`src/logic/adc_sync_defines.vh`:
```
// Purpose: register indices, masks and timing counts.
// Assumes: byte address of a register is four times its index.
// Notes:   definitions only.
`ifndef ADC_SYNC_DEFINES_VH
`define ADC_SYNC_DEFINES_VH

// ==========================================================
// register indices
`define IDX_CONTROL_A      6'h00
`define IDX_REF_CONTROL    6'h01
`define IDX_AVG_CONTROL    6'h02
`define IDX_SAMPLE_TIME    6'h03
`define IDX_CONTROL_B      6'h04
`define IDX_WINDOW_CTRL    6'h08
`define IDX_SW_TRIGGER     6'h0c
`define IDX_INPUT_SELECT   6'h10
`define IDX_EVENT_CONTROL  6'h14
`define IDX_IRQ_EN_CLEAR   6'h16
`define IDX_IRQ_EN_SET     6'h17
`define IDX_IRQ_FLAGS      6'h18
`define IDX_SYNC_STATUS    6'h19
`define IDX_CONV_RESULT    6'h1a
`define IDX_WIN_LOWER      6'h1c
`define IDX_WIN_UPPER      6'h20
`define IDX_GAIN_CORR      6'h24
`define IDX_OFFSET_CORR    6'h26
`define IDX_CALIBRATION    6'h28
`define IDX_DEBUG_CONTROL  6'h2a

// ==========================================================
// writable-bit masks, reserved bits read zero
`define MASK_CONTROL_A     32'h0000_0006
`define MASK_REF_CONTROL   32'h0000_008f
`define MASK_AVG_CONTROL   32'h0000_007f
`define MASK_SAMPLE_TIME   32'h0000_003f
`define MASK_CONTROL_B     32'h0000_073f
`define MASK_WINDOW_CTRL   32'h0000_0007
`define MASK_SW_TRIGGER    32'h0000_0003
`define MASK_INPUT_SELECT  32'h0fff_1f1f
`define MASK_EVENT_CONTROL 32'h0000_0033
`define MASK_CORR          32'h0000_0fff
`define MASK_CALIBRATION   32'h0000_07ff
`define MASK_DEBUG_CONTROL 32'h0000_0001
`define MASK_THRESHOLD     32'h0000_ffff

// ==========================================================
// field positions
`define BIT_SOFT_RESET     0
`define BIT_ENABLE         1
`define BIT_TRIG_FLUSH     0
`define BIT_TRIG_START     1
`define BIT_SYNC_BUSY      7
`define IRQ_RESULT_READY   0
`define IRQ_OVERRUN        1
`define IRQ_WINDOW_MATCH   2
`define IRQ_CROSSING_DONE  3
`define IRQ_MASK_ALL       4'hf

// ==========================================================
// timing: converter clock edges a crossing takes
`define CROSS_EDGES        2'h2

`endif

```
`src/logic/sync_rise.v`:
```
// Purpose: two-flop synchroniser with rising-edge detect per bit.
// Assumes: inputs are levels from another clock domain.
// Notes:   first stage is read only by the second stage.
`timescale 1ns/100ps
module sync_rise #(
  parameter W = 1
) (
  input  wire         mclk_i,
  input  wire         rst_i,
  input  wire [W-1:0] async_i,
  output wire [W-1:0] level_o,
  output wire [W-1:0] rise_o
);
  reg [W-1:0] meta_q;
  reg [W-1:0] stab_q;
  reg [W-1:0] last_q;

  always @(posedge mclk_i) begin
    if (rst_i) begin
      meta_q <= {W{1'b0}};
      stab_q <= {W{1'b0}};
      last_q <= {W{1'b0}};
    end else begin
      meta_q <= async_i;
      stab_q <= meta_q;
      last_q <= stab_q;
    end
  end

  assign level_o = stab_q;
  assign rise_o  = stab_q & ~last_q;
endmodule // sync_rise

```
`src/logic/adc_register_sync_bridge.v`:
```
// Purpose: converter register file with crossings
//          into the core clock domain.
// Assumes: Avalon-MM slave, 32-bit data, one register per word.
// Notes:   core clock is sampled, not used as a clock.
// Contract
// - busy set at start, cleared when crossing ends
// - crossing done flag raised on completion, except for a soft reset
// - synced access while busy waits on bus
// - stalled access completes correctly after release
// - soft reset and enable writes are synced
// - control_b, trigger, window, input, thresholds synced
// - trigger, input, result reads synced; only result captured from core
// - interrupts stay pending during stall
// - soft reset clears all but debug, disables
// - soft reset bit overrides rest of write
// - enable reads back written value at once
`timescale 1ns/100ps
`include "adc_sync_defines.vh"
module adc_register_sync_bridge (
  input  wire        mclk_i,
  input  wire        rst_i,
  input  wire [7:0]  address_i,
  input  wire        read_i,
  input  wire        write_i,
  input  wire [3:0]  byteenable_i,
  input  wire [31:0] writedata_i,
  output wire [31:0] readdata_o,
  output wire        waitrequest_o,
  input  wire        converter_core_clock_i,
  input  wire [15:0] conv_result_i,
  input  wire [2:0]  conv_events_i,
  output wire        conv_enable_o,
  output wire        conv_run_standby_o,
  output wire [15:0] conv_control_b_o,
  output wire [2:0]  conv_window_mode_o,
  output wire [31:0] conv_input_select_o,
  output wire [15:0] conv_win_lower_o,
  output wire [15:0] conv_win_upper_o,
  output wire        conv_start_o,
  output wire        conv_flush_o,
  output wire        irq_o
);

  // ========================================================
  // synchronisers
  wire        core_edge;
  wire [2:0]  ev_rise;
  wire [15:0] result_s;

  sync_rise #(.W(1)) u_core_clk (
    .mclk_i  (mclk_i),
    .rst_i   (rst_i),
    .async_i (converter_core_clock_i),
    .level_o (),
    .rise_o  (core_edge)
  );

  sync_rise #(.W(3)) u_events (
    .mclk_i  (mclk_i),
    .rst_i   (rst_i),
    .async_i (conv_events_i),
    .level_o (),
    .rise_o  (ev_rise)
  );

  sync_rise #(.W(16)) u_result (
    .mclk_i  (mclk_i),
    .rst_i   (rst_i),
    .async_i (conv_result_i),
    .level_o (result_s),
    .rise_o  ()
  );

  // ========================================================
  // state
  reg        waitreq_q;
  reg [31:0] rdata_q;
  reg        busy_q;
  reg        rd_pend_q;
  reg [5:0]  rd_idx_q;
  reg [1:0]  cnt_q;
  reg        soft_reset_bit_q;
  reg [3:0]  flags_q;
  reg [3:0]  mask_q;
  reg        irq_q;
  reg [31:0] ctrl_a_q;
  reg [31:0] ref_q;
  reg [31:0] avg_q;
  reg [31:0] samp_q;
  reg [31:0] ctrl_b_q;
  reg [31:0] win_ctrl_q;
  reg [31:0] trig_q;
  reg [31:0] in_sel_q;
  reg [31:0] ev_ctrl_q;
  reg [31:0] win_lo_q;
  reg [31:0] win_hi_q;
  reg [31:0] gain_q;
  reg [31:0] offs_q;
  reg [31:0] calibration_q;
  reg [31:0] dbg_q;
  reg        en_app_q;
  reg        stdby_app_q;
  reg [15:0] ctrl_b_app_q;
  reg [2:0]  win_mode_app_q;
  reg [31:0] in_sel_app_q;
  reg [15:0] win_lo_app_q;
  reg [15:0] win_hi_app_q;
  reg        start_q;
  reg        flush_q;

  // ========================================================
  // decode
  wire [5:0] idx = address_i[7:2];
  wire       req = (read_i | write_i) & waitreq_q & ~rd_pend_q;
  wire       complete = busy_q & core_edge & (cnt_q == `CROSS_EDGES - 2'h1);

  reg        sync_wr;
  reg        sync_rd;
  reg [31:0] rd_mux;
  reg [31:0] flag_clr;
  reg [3:0]  flags_d;

  always @* begin
    case (idx)
      `IDX_CONTROL_A,
      `IDX_CONTROL_B,
      `IDX_WINDOW_CTRL,
      `IDX_SW_TRIGGER,
      `IDX_INPUT_SELECT,
      `IDX_WIN_LOWER,
      `IDX_WIN_UPPER:     sync_wr = write_i;
      default:            sync_wr = 1'b0;
    endcase
    case (idx)
      `IDX_SW_TRIGGER,
      `IDX_INPUT_SELECT,
      `IDX_CONV_RESULT:   sync_rd = read_i;
      default:            sync_rd = 1'b0;
    endcase
  end

  // direct reads
  always @* begin
    case (idx)
      `IDX_CONTROL_A:     rd_mux = ctrl_a_q | {31'h0, soft_reset_bit_q};
      `IDX_REF_CONTROL:   rd_mux = ref_q;
      `IDX_AVG_CONTROL:   rd_mux = avg_q;
      `IDX_SAMPLE_TIME:   rd_mux = samp_q;
      `IDX_CONTROL_B:     rd_mux = ctrl_b_q;
      `IDX_WINDOW_CTRL:   rd_mux = win_ctrl_q;
      `IDX_EVENT_CONTROL: rd_mux = ev_ctrl_q;
      `IDX_IRQ_EN_CLEAR,
      `IDX_IRQ_EN_SET:    rd_mux = {28'h0, mask_q};
      `IDX_IRQ_FLAGS:     rd_mux = {28'h0, flags_q};
      `IDX_SYNC_STATUS:   rd_mux = {24'h0, busy_q, 7'h00};
      `IDX_WIN_LOWER:     rd_mux = win_lo_q;
      `IDX_WIN_UPPER:     rd_mux = win_hi_q;
      `IDX_GAIN_CORR:     rd_mux = gain_q;
      `IDX_OFFSET_CORR:   rd_mux = offs_q;
      `IDX_CALIBRATION:   rd_mux = calibration_q;
      `IDX_DEBUG_CONTROL: rd_mux = dbg_q;
      default:            rd_mux = 32'h0000_0000;
    endcase
  end

  // a set beats a clear in the same cycle
  always @* begin
    flag_clr = 32'h0000_0000;
    if (req & write_i & ~sync_wr & (idx == `IDX_IRQ_FLAGS) &
        byteenable_i[0])
      flag_clr = writedata_i;
    flags_d = (flags_q & ~flag_clr[3:0]) |
              {complete & ~soft_reset_bit_q, ev_rise};
  end

  function [31:0] merge;
    input [31:0] old;
    input [31:0] wd;
    input [3:0]  be;
    input [31:0] msk;
    reg   [31:0] lanes;
    integer      i;
    begin
      lanes = 32'h0000_0000;
      for (i = 0; i < 4; i = i + 1)
        lanes[i*8 +: 8] = {8{be[i]}};
      merge = ((old & ~lanes) | (wd & lanes)) & msk;
    end
  endfunction

  // ========================================================
  // main sequential logic
  always @(posedge mclk_i) begin
    if (rst_i) begin
      waitreq_q      <= 1'b1;
      rdata_q        <= 32'h0000_0000;
      busy_q         <= 1'b0;
      rd_pend_q      <= 1'b0;
      rd_idx_q       <= 6'h00;
      cnt_q          <= 2'h0;
      soft_reset_bit_q        <= 1'b0;
      flags_q        <= 4'h0;
      mask_q         <= 4'h0;
      irq_q          <= 1'b0;
      ctrl_a_q       <= 32'h0000_0000;
      ref_q          <= 32'h0000_0000;
      avg_q          <= 32'h0000_0000;
      samp_q         <= 32'h0000_0000;
      ctrl_b_q       <= 32'h0000_0000;
      win_ctrl_q     <= 32'h0000_0000;
      trig_q         <= 32'h0000_0000;
      in_sel_q       <= 32'h0000_0000;
      ev_ctrl_q      <= 32'h0000_0000;
      win_lo_q       <= 32'h0000_0000;
      win_hi_q       <= 32'h0000_0000;
      gain_q         <= 32'h0000_0000;
      offs_q         <= 32'h0000_0000;
      calibration_q        <= 32'h0000_0000;
      dbg_q          <= 32'h0000_0000;
      en_app_q       <= 1'b0;
      stdby_app_q    <= 1'b0;
      ctrl_b_app_q   <= 16'h0000;
      win_mode_app_q <= 3'h0;
      in_sel_app_q   <= 32'h0000_0000;
      win_lo_app_q   <= 16'h0000;
      win_hi_app_q   <= 16'h0000;
      start_q        <= 1'b0;
      flush_q        <= 1'b0;
    end else begin
      start_q <= 1'b0;
      flush_q <= 1'b0;
      flags_q <= flags_d;
      irq_q   <= |(flags_d & mask_q);

      // ------------------------------------------------------
      // crossing into the converter domain
      if (busy_q & core_edge)
        cnt_q <= cnt_q + 2'h1;
      if (complete) begin
        busy_q <= 1'b0;
        if (soft_reset_bit_q) begin
          // all but debug control back to initial
          soft_reset_bit_q        <= 1'b0;
          flags_q        <= 4'h0;
          mask_q         <= 4'h0;
          irq_q          <= 1'b0;
          ctrl_a_q       <= 32'h0000_0000;
          ref_q          <= 32'h0000_0000;
          avg_q          <= 32'h0000_0000;
          samp_q         <= 32'h0000_0000;
          ctrl_b_q       <= 32'h0000_0000;
          win_ctrl_q     <= 32'h0000_0000;
          trig_q         <= 32'h0000_0000;
          in_sel_q       <= 32'h0000_0000;
          ev_ctrl_q      <= 32'h0000_0000;
          win_lo_q       <= 32'h0000_0000;
          win_hi_q       <= 32'h0000_0000;
          gain_q         <= 32'h0000_0000;
          offs_q         <= 32'h0000_0000;
          calibration_q        <= 32'h0000_0000;
          en_app_q       <= 1'b0;
          stdby_app_q    <= 1'b0;
          ctrl_b_app_q   <= 16'h0000;
          win_mode_app_q <= 3'h0;
          in_sel_app_q   <= 32'h0000_0000;
          win_lo_app_q   <= 16'h0000;
          win_hi_app_q   <= 16'h0000;
        end else begin
          // all synced copies land together
          en_app_q       <= ctrl_a_q[`BIT_ENABLE];
          stdby_app_q    <= ctrl_a_q[2];
          ctrl_b_app_q   <= ctrl_b_q[15:0];
          win_mode_app_q <= win_ctrl_q[2:0];
          in_sel_app_q   <= in_sel_q;
          win_lo_app_q   <= win_lo_q[15:0];
          win_hi_app_q   <= win_hi_q[15:0];
          start_q        <= trig_q[`BIT_TRIG_START];
          flush_q        <= trig_q[`BIT_TRIG_FLUSH];
          trig_q         <= 32'h0000_0000;
        end
      end

      // ------------------------------------------------------
      // bus side
      if (~waitreq_q) begin
        waitreq_q <= 1'b1;
      end else if (rd_pend_q & complete) begin
        // strobes have fired by now, so trigger reads zero
        case (rd_idx_q)
          `IDX_INPUT_SELECT: rdata_q <= in_sel_app_q;
          `IDX_CONV_RESULT:  rdata_q <= {16'h0000, result_s};
          default:           rdata_q <= 32'h0000_0000;
        endcase
        rd_pend_q <= 1'b0;
        waitreq_q <= 1'b0;
      end else if (req) begin
        if ((sync_wr | sync_rd) & busy_q) begin
          // hold the transfer until the crossing ends
          waitreq_q <= 1'b1;
        end else if (sync_rd) begin
          busy_q    <= 1'b1;
          cnt_q     <= 2'h0;
          rd_pend_q <= 1'b1;
          rd_idx_q  <= idx;
        end else begin
          waitreq_q <= 1'b0;
          rdata_q   <= read_i ? rd_mux : 32'h0000_0000;
          if (sync_wr) begin
            busy_q <= 1'b1;
            cnt_q  <= 2'h0;
          end
          if (write_i) begin
            case (idx)
              `IDX_CONTROL_A:
                if (byteenable_i[0] & writedata_i[`BIT_SOFT_RESET])
                  soft_reset_bit_q <= 1'b1;
                else
                  ctrl_a_q <= merge(ctrl_a_q, writedata_i,
                                    byteenable_i, `MASK_CONTROL_A);
              `IDX_REF_CONTROL:
                ref_q <= merge(ref_q, writedata_i, byteenable_i,
                               `MASK_REF_CONTROL);
              `IDX_AVG_CONTROL:
                avg_q <= merge(avg_q, writedata_i, byteenable_i,
                               `MASK_AVG_CONTROL);
              `IDX_SAMPLE_TIME:
                samp_q <= merge(samp_q, writedata_i, byteenable_i,
                                `MASK_SAMPLE_TIME);
              `IDX_CONTROL_B:
                ctrl_b_q <= merge(ctrl_b_q, writedata_i, byteenable_i,
                                  `MASK_CONTROL_B);
              `IDX_WINDOW_CTRL:
                win_ctrl_q <= merge(win_ctrl_q, writedata_i,
                                    byteenable_i, `MASK_WINDOW_CTRL);
              `IDX_SW_TRIGGER:
                trig_q <= merge(trig_q, writedata_i, byteenable_i,
                                `MASK_SW_TRIGGER);
              `IDX_INPUT_SELECT:
                in_sel_q <= merge(in_sel_q, writedata_i, byteenable_i,
                                  `MASK_INPUT_SELECT);
              `IDX_EVENT_CONTROL:
                ev_ctrl_q <= merge(ev_ctrl_q, writedata_i, byteenable_i,
                                   `MASK_EVENT_CONTROL);
              `IDX_IRQ_EN_CLEAR:
                if (byteenable_i[0])
                  mask_q <= mask_q & ~writedata_i[3:0];
              `IDX_IRQ_EN_SET:
                if (byteenable_i[0])
                  mask_q <= mask_q | writedata_i[3:0];
              `IDX_WIN_LOWER:
                win_lo_q <= merge(win_lo_q, writedata_i, byteenable_i,
                                  `MASK_THRESHOLD);
              `IDX_WIN_UPPER:
                win_hi_q <= merge(win_hi_q, writedata_i, byteenable_i,
                                  `MASK_THRESHOLD);
              `IDX_GAIN_CORR:
                gain_q <= merge(gain_q, writedata_i, byteenable_i,
                                `MASK_CORR);
              `IDX_OFFSET_CORR:
                offs_q <= merge(offs_q, writedata_i, byteenable_i,
                                `MASK_CORR);
              `IDX_CALIBRATION:
                calibration_q <= merge(calibration_q, writedata_i, byteenable_i,
                                 `MASK_CALIBRATION);
              `IDX_DEBUG_CONTROL:
                dbg_q <= merge(dbg_q, writedata_i, byteenable_i,
                               `MASK_DEBUG_CONTROL);
              default: ;
            endcase
          end
        end
      end
    end
  end

  // ========================================================
  // outputs
  assign readdata_o          = rdata_q;
  assign waitrequest_o       = waitreq_q;
  assign conv_enable_o       = en_app_q;
  assign conv_run_standby_o  = stdby_app_q;
  assign conv_control_b_o    = ctrl_b_app_q;
  assign conv_window_mode_o  = win_mode_app_q;
  assign conv_input_select_o = in_sel_app_q;
  assign conv_win_lower_o    = win_lo_app_q;
  assign conv_win_upper_o    = win_hi_app_q;
  assign conv_start_o        = start_q;
  assign conv_flush_o        = flush_q;
  assign irq_o               = irq_q;
endmodule // adc_register_sync_bridge

```
`config.mk`:
```
export PLATFORM = sky130hd
export DESIGN_NAME = adc_register_sync_bridge
export DESIGN_NICKNAME = d
export VERILOG_FILES = /design/src/logic/sync_rise.v /design/src/logic/adc_register_sync_bridge.v
export VERILOG_INCLUDE_DIRS = /design/src /design/src/logic
export SDC_FILE = /design/constraint.sdc
export NUM_CORES = 1
export LEC_CHECK = 0
export BUFFER_PORTS_ARGS = -buffer_cell sky130_fd_sc_hd__buf_2
export CORE_MARGIN = 8
export CORE_UTILIZATION = 59
export CTS_BUF_LIST = sky130_fd_sc_hd__clkbuf_4 sky130_fd_sc_hd__clkbuf_8 sky130_fd_sc_hd__clkbuf_16
export DETAILED_ROUTE_END_ITERATION = 7
export GPL_ROUTABILITY_DRIVEN = 0
export PLACE_DENSITY = 0.78
export SKIP_CTS_REPAIR_TIMING = 1
export SYNTH_ARGS = -nofsm -noshare
export SYNTH_HDL_FRONTEND = slang
export SYNTH_HIERARCHICAL = 1
export SYNTH_SLANG_ARGS = --single-unit
```
`constraint.sdc`:
```
create_clock -name mclk_i -period 3.1 [get_ports mclk_i]
set_clock_uncertainty 0.05 [all_clocks]
set_input_delay 0.155 -clock mclk_i [delete_from_list [all_inputs] [get_ports mclk_i]]
set_output_delay 0.155 -clock mclk_i [all_outputs]
set_load 0.02 [all_outputs]
```
---- After elaboration in Yosys (flattened, before gate mapping) ----
Cells that the tools add are included.
storage, ports and cells
  input port bits ......................... 68
  logic and storage cells ................. 334
  bits in registers ....................... 633
operators by class
  add/subtract/negate cells ............... 1
  equal/unequal tests ..................... 24
  bitwise operators ....................... 66
  mux-type cells .......................... 188
  reductions and logical operators ........ 13
operator list
  operator                                        number
  2-to-1 mux 32 bit                               131
  case mux 32 bit (16 select lines)               1
  case mux 32 bit (2 select lines)                1
  == test 6 x 5 -> 1 bit (second input constant)  10
  bitwise AND 28 bit                              2
  2-to-1 mux 4 bit                                13
  2-to-1 mux 16 bit                               3
  bitwise AND 16 bit                              2
  OR 16 bit                                       2
  OR 32 x 1 -> 32 bit                             1
  == test 6 bit (second input constant)           5
  2-to-1 mux 1 bit                                30
  inverter 28 bit                                 1
  OR 28 bit                                       1
  bitwise AND 12 bit                              2
  OR 12 bit                                       2
  bitwise AND 11 bit                              2
  OR 11 bit                                       2
  bitwise AND 1 bit                               14
  2-to-1 mux 2 bit                                7
  bitwise AND 4 bit                               3
  bitwise AND 6 bit                               2
  == test 6 x 2 -> 1 bit (second input constant)  2
  == test 6 x 4 -> 1 bit (second input constant)  2
  other kinds (31)                                51

---- Depth between registers and ports, before layout ----
  depth in word-level cells ............... 15
  mapped depth ............................ 11

---- Cells and area by module ----
The synthesis kept the hierarchy.
by module, submodules not included
  module                    sequential area each (µm²)  area an instance (µm²)  cells each  times used
  adc_register_sync_bridge  11190.7                     20882.5                 2058        1
  sync_rise at u_result     960.9                       1405.1                  117         1
  sync_rise at u_events     180.2                       255.2                   21          1
  sync_rise at u_core_clk   60.1                        87.6                    7           1

---- Worst setup path after synthesis ----
OpenSTA, ideal clock, no wires.
  path type ............................... flip-flop to flip-flop
  start point ............................. register waitreq_q, in the netlist waitrequest_o
  end point ............................... register mask_q[0]
  period minus slack after synthesis ...... 2.210 ns
  setup slack ............................. 0.890 ns
  cell stages (with the launch flop) ...... 8
  path buffers ............................ 2
  arrival ................................. 2.027 ns
  data required time ...................... 2.918 ns
  cell sequence ........................... dfxtp_1 clkbuf_1 nand3b_2 clkbuf_1 nor4_1 nor2_1 o21ai_0 a21oi_1
on the way
  cells in the longest elaborated chain, start to end .. 5
RTL lines
  item                            line                            text
  from (decl)                     adc_register_sync_bridge.v:76   reg waitreq_q;
  from (signal assigned)          adc_register_sync_bridge.v:195  waitreq_q <= 1'b1;
  from (signal assigned)          adc_register_sync_bridge.v:286  waitreq_q <= 1'b1;
  from (signal assigned)          adc_register_sync_bridge.v:295  waitreq_q <= 1'b0;
  bitwise AND 1 bit (2 in a row)  adc_register_sync_bridge.v:114  wire req = (read_i | write_i) & waitreq_q & ~rd_pend_q;
  2-to-1 mux 4 bit                adc_register_sync_bridge.v:296  end else if (req) begin
  2-to-1 mux 4 bit                adc_register_sync_bridge.v:287  end else if (rd_pend_q & complete) begin
  2-to-1 mux 4 bit *              adc_register_sync_bridge.v:285  if (~waitreq_q) begin
  to (signal assigned)            adc_register_sync_bridge.v:346  mask_q <= mask_q & ~writedata_i[3:0];
  to (signal assigned)            adc_register_sync_bridge.v:349  mask_q <= mask_q | writedata_i[3:0];
  to (decl)                       adc_register_sync_bridge.v:84   reg [3:0] mask_q;
Every way passes the cells marked *; elsewhere a longest branch is shown, timed or not.
A chain may end at the register's enable or synchronous reset.

==> reports/qor.csv <==
metric,value,unit
RSZ-0062 raised after global routing,false,
Peak Freq,0.3523,GHz
Area Overhead vs Synth,19.66,%
CP endpoint kind,register,
MaxCap Viol Count,1,
initial antenna violation count,2,
chip height,209.6,um
largest net degree at the start of global routing,76,
Final Max Tran Viols,0,
worst path required time,3.60,ns
layout cells sized above 1,18.59,%
Worst R2R Start,waitrequest_o,
root buf cell,clkbuf_16,
grt ovf,0,
Final nets,2449,
die width,209.6,um
Final min period,2.839,ns
worst hold-check path type,in -> reg,
Std-Cell Rows,71,
R2R depth,6,
pwr/cell area,628.9,nW/um^2
DR pass1 iterations,6,
number of synthesis warnings,6,
Ports,189,
DRT Wirelength,74.74,mm
Mapped Cells,2154,
Core Box Area,37310,um^2
Final Setup Violations,0,
CP max stage delay,1.15,ns
Leak,10.92,nW
status,"finished, violations left",
Hold Path Depth,4,
Critical Path Start Type,input pin,
"commonest non-fill, non-tap cells in the layout","dfxtp_1 (603), and2_1 (300), buf_2 (181)",
Crit path depth,7,
H-Tree Depth,2,
WL per Instance,25.76,um
synthesized area,22100,um^2
via count,18932,
worst vdd ir,0.0006608,V
Crit path arrival time,3.33,ns
clk slew on worst S/H paths,0.07,ns
Slew headroom,1.615,%
number of global-route vias before repair,17893,
TritonCTS clock tree,built,
failing checks,"negative hold slack, max-capacitance violations",
"Buf+Inv Stages, Crit Path",2,
DRC viols,0,
WS Path Type,in -> reg,
total die area,43920,um^2
first-pass GRT wire length,109.9,mm
placed cells,2743,
post-route ant nets,0,
DP HPWL,49.19,mm
Worst Hold Path EP,soft_reset_bit_q,
"Max FO, Critical Path",17,
vias per inst,6.526,
"Hold Vio Cnt, Final",1,
worst hold start,write_i,
final critical-path share of the clock period,91.57,%
Post-Synthesis Net Count,2223,
CTS Buffer Depth,3,
GRT Resource Usage Total,32.21,%
final cell count without fillers,2901,
Crit-path slowest cell,nor3_2,
hold_ws,-0.02953,ns
Sum Neg Setup Slack,0,ns
syn avg cell area,10.26,um^2
TritonCTS buffer count,55,
Starting Density,59.25,%
TritonCTS Sinks,603,
DR iter-0 viols,2647,
Reg2Reg Setup Slack,0.43,ns
Clock Latency Late Sink,0.61,ns
CP top delay family,simple AND/OR/NAND/NOR gates,
CP Cell Sequence,dlygate4sd3_1 -> buf_2 -> and2_1 -> a32oi_2 -> o211ai_2 -> nor3_2 -> a32o_1,
"most common cell after layout, fill and taps aside",dfxtp_1,
worst-margin pin slew,1.468,ns
IO buf count,182,
==> layer usage <==
layer | global-route usage [%] | part of all wire [%] | vias up
met5 | 0 | 0 | -
met4 | 18.01 | 6.5 | 0
met3 | 6.951 | 11 | 291
met2 | 49.83 | 44 | 1283
met1 | 41.55 | 38 | 9126
li1 | - | - | 8232
==> tightest hold or removal path, delay by kind of cell <==
kind                   cells  cell delay, ns
buffers and inverters      1            0.15
AO/OA/AOI/OAI              1            0.13
AND/OR/NAND/NOR            2            0.13
==> area by class of cell <==
cell class	instances	area, um^2
multi-input cells	1374	9278
fillers	2637	10860
flip-flops and latches	603	12070
clock inverters	30	555.5
well taps	474	593.1
clock buffers	73	1585
diodes	1	2.502
inverters	7	26.28
repair buffers	339	2340
==> metrics by stage <==
| step | worst slack (ns) | area, um^2 | total power [mW] | hold slack [ns] | utilization (%) |
|---|---|---|---|---|---|
| 6_report | 0.2613 | 26450 | 16.64 | -0.02953 | 70.90 |
| 2_1_floorplan | 0.8903 | 22110 | 8.484 | 0.1766 | - |
| 4_1_cts | 0.5497 | 25910 | 16.58 | -0.3224 | 69.44 |
| 3_3_place_gp | 0.1650 | 23770 | 8.828 | 0.3133 | 63.70 |
| 5_1_grt | 0.1939 | 26450 | 17.04 | 0.02567 | 70.90 |
| 3_5_place_dp | 0.2148 | 23770 | 8.844 | 0.3181 | 63.70 |
==> how the worst max path moves through the flow <==
stage | start | to | slack, ns
finish | address_i[5] | register | 0.26
global route | address_i[5] | register | 0.19
CTS | busy_q | win_ctrl_q[27] | 0.55
detailed placement | address_i[3] | readdata_o[4] | 0.21
global placement | address_i[3] | readdata_o[4] | 0.16
floorplan | waitrequest_o | mask_q[0] | 0.89
==> power breakdown <==
part	total [mW]	leakage (nW)	internal (mW)	switching [mW]
sequential	7.85	4.87	7.81	0.0375
combinational	0.924	5.01	0.278	0.646
clock	7.86	1.04	4.86	3.01
Note: power is estimated with default switching activity, not from simulation.
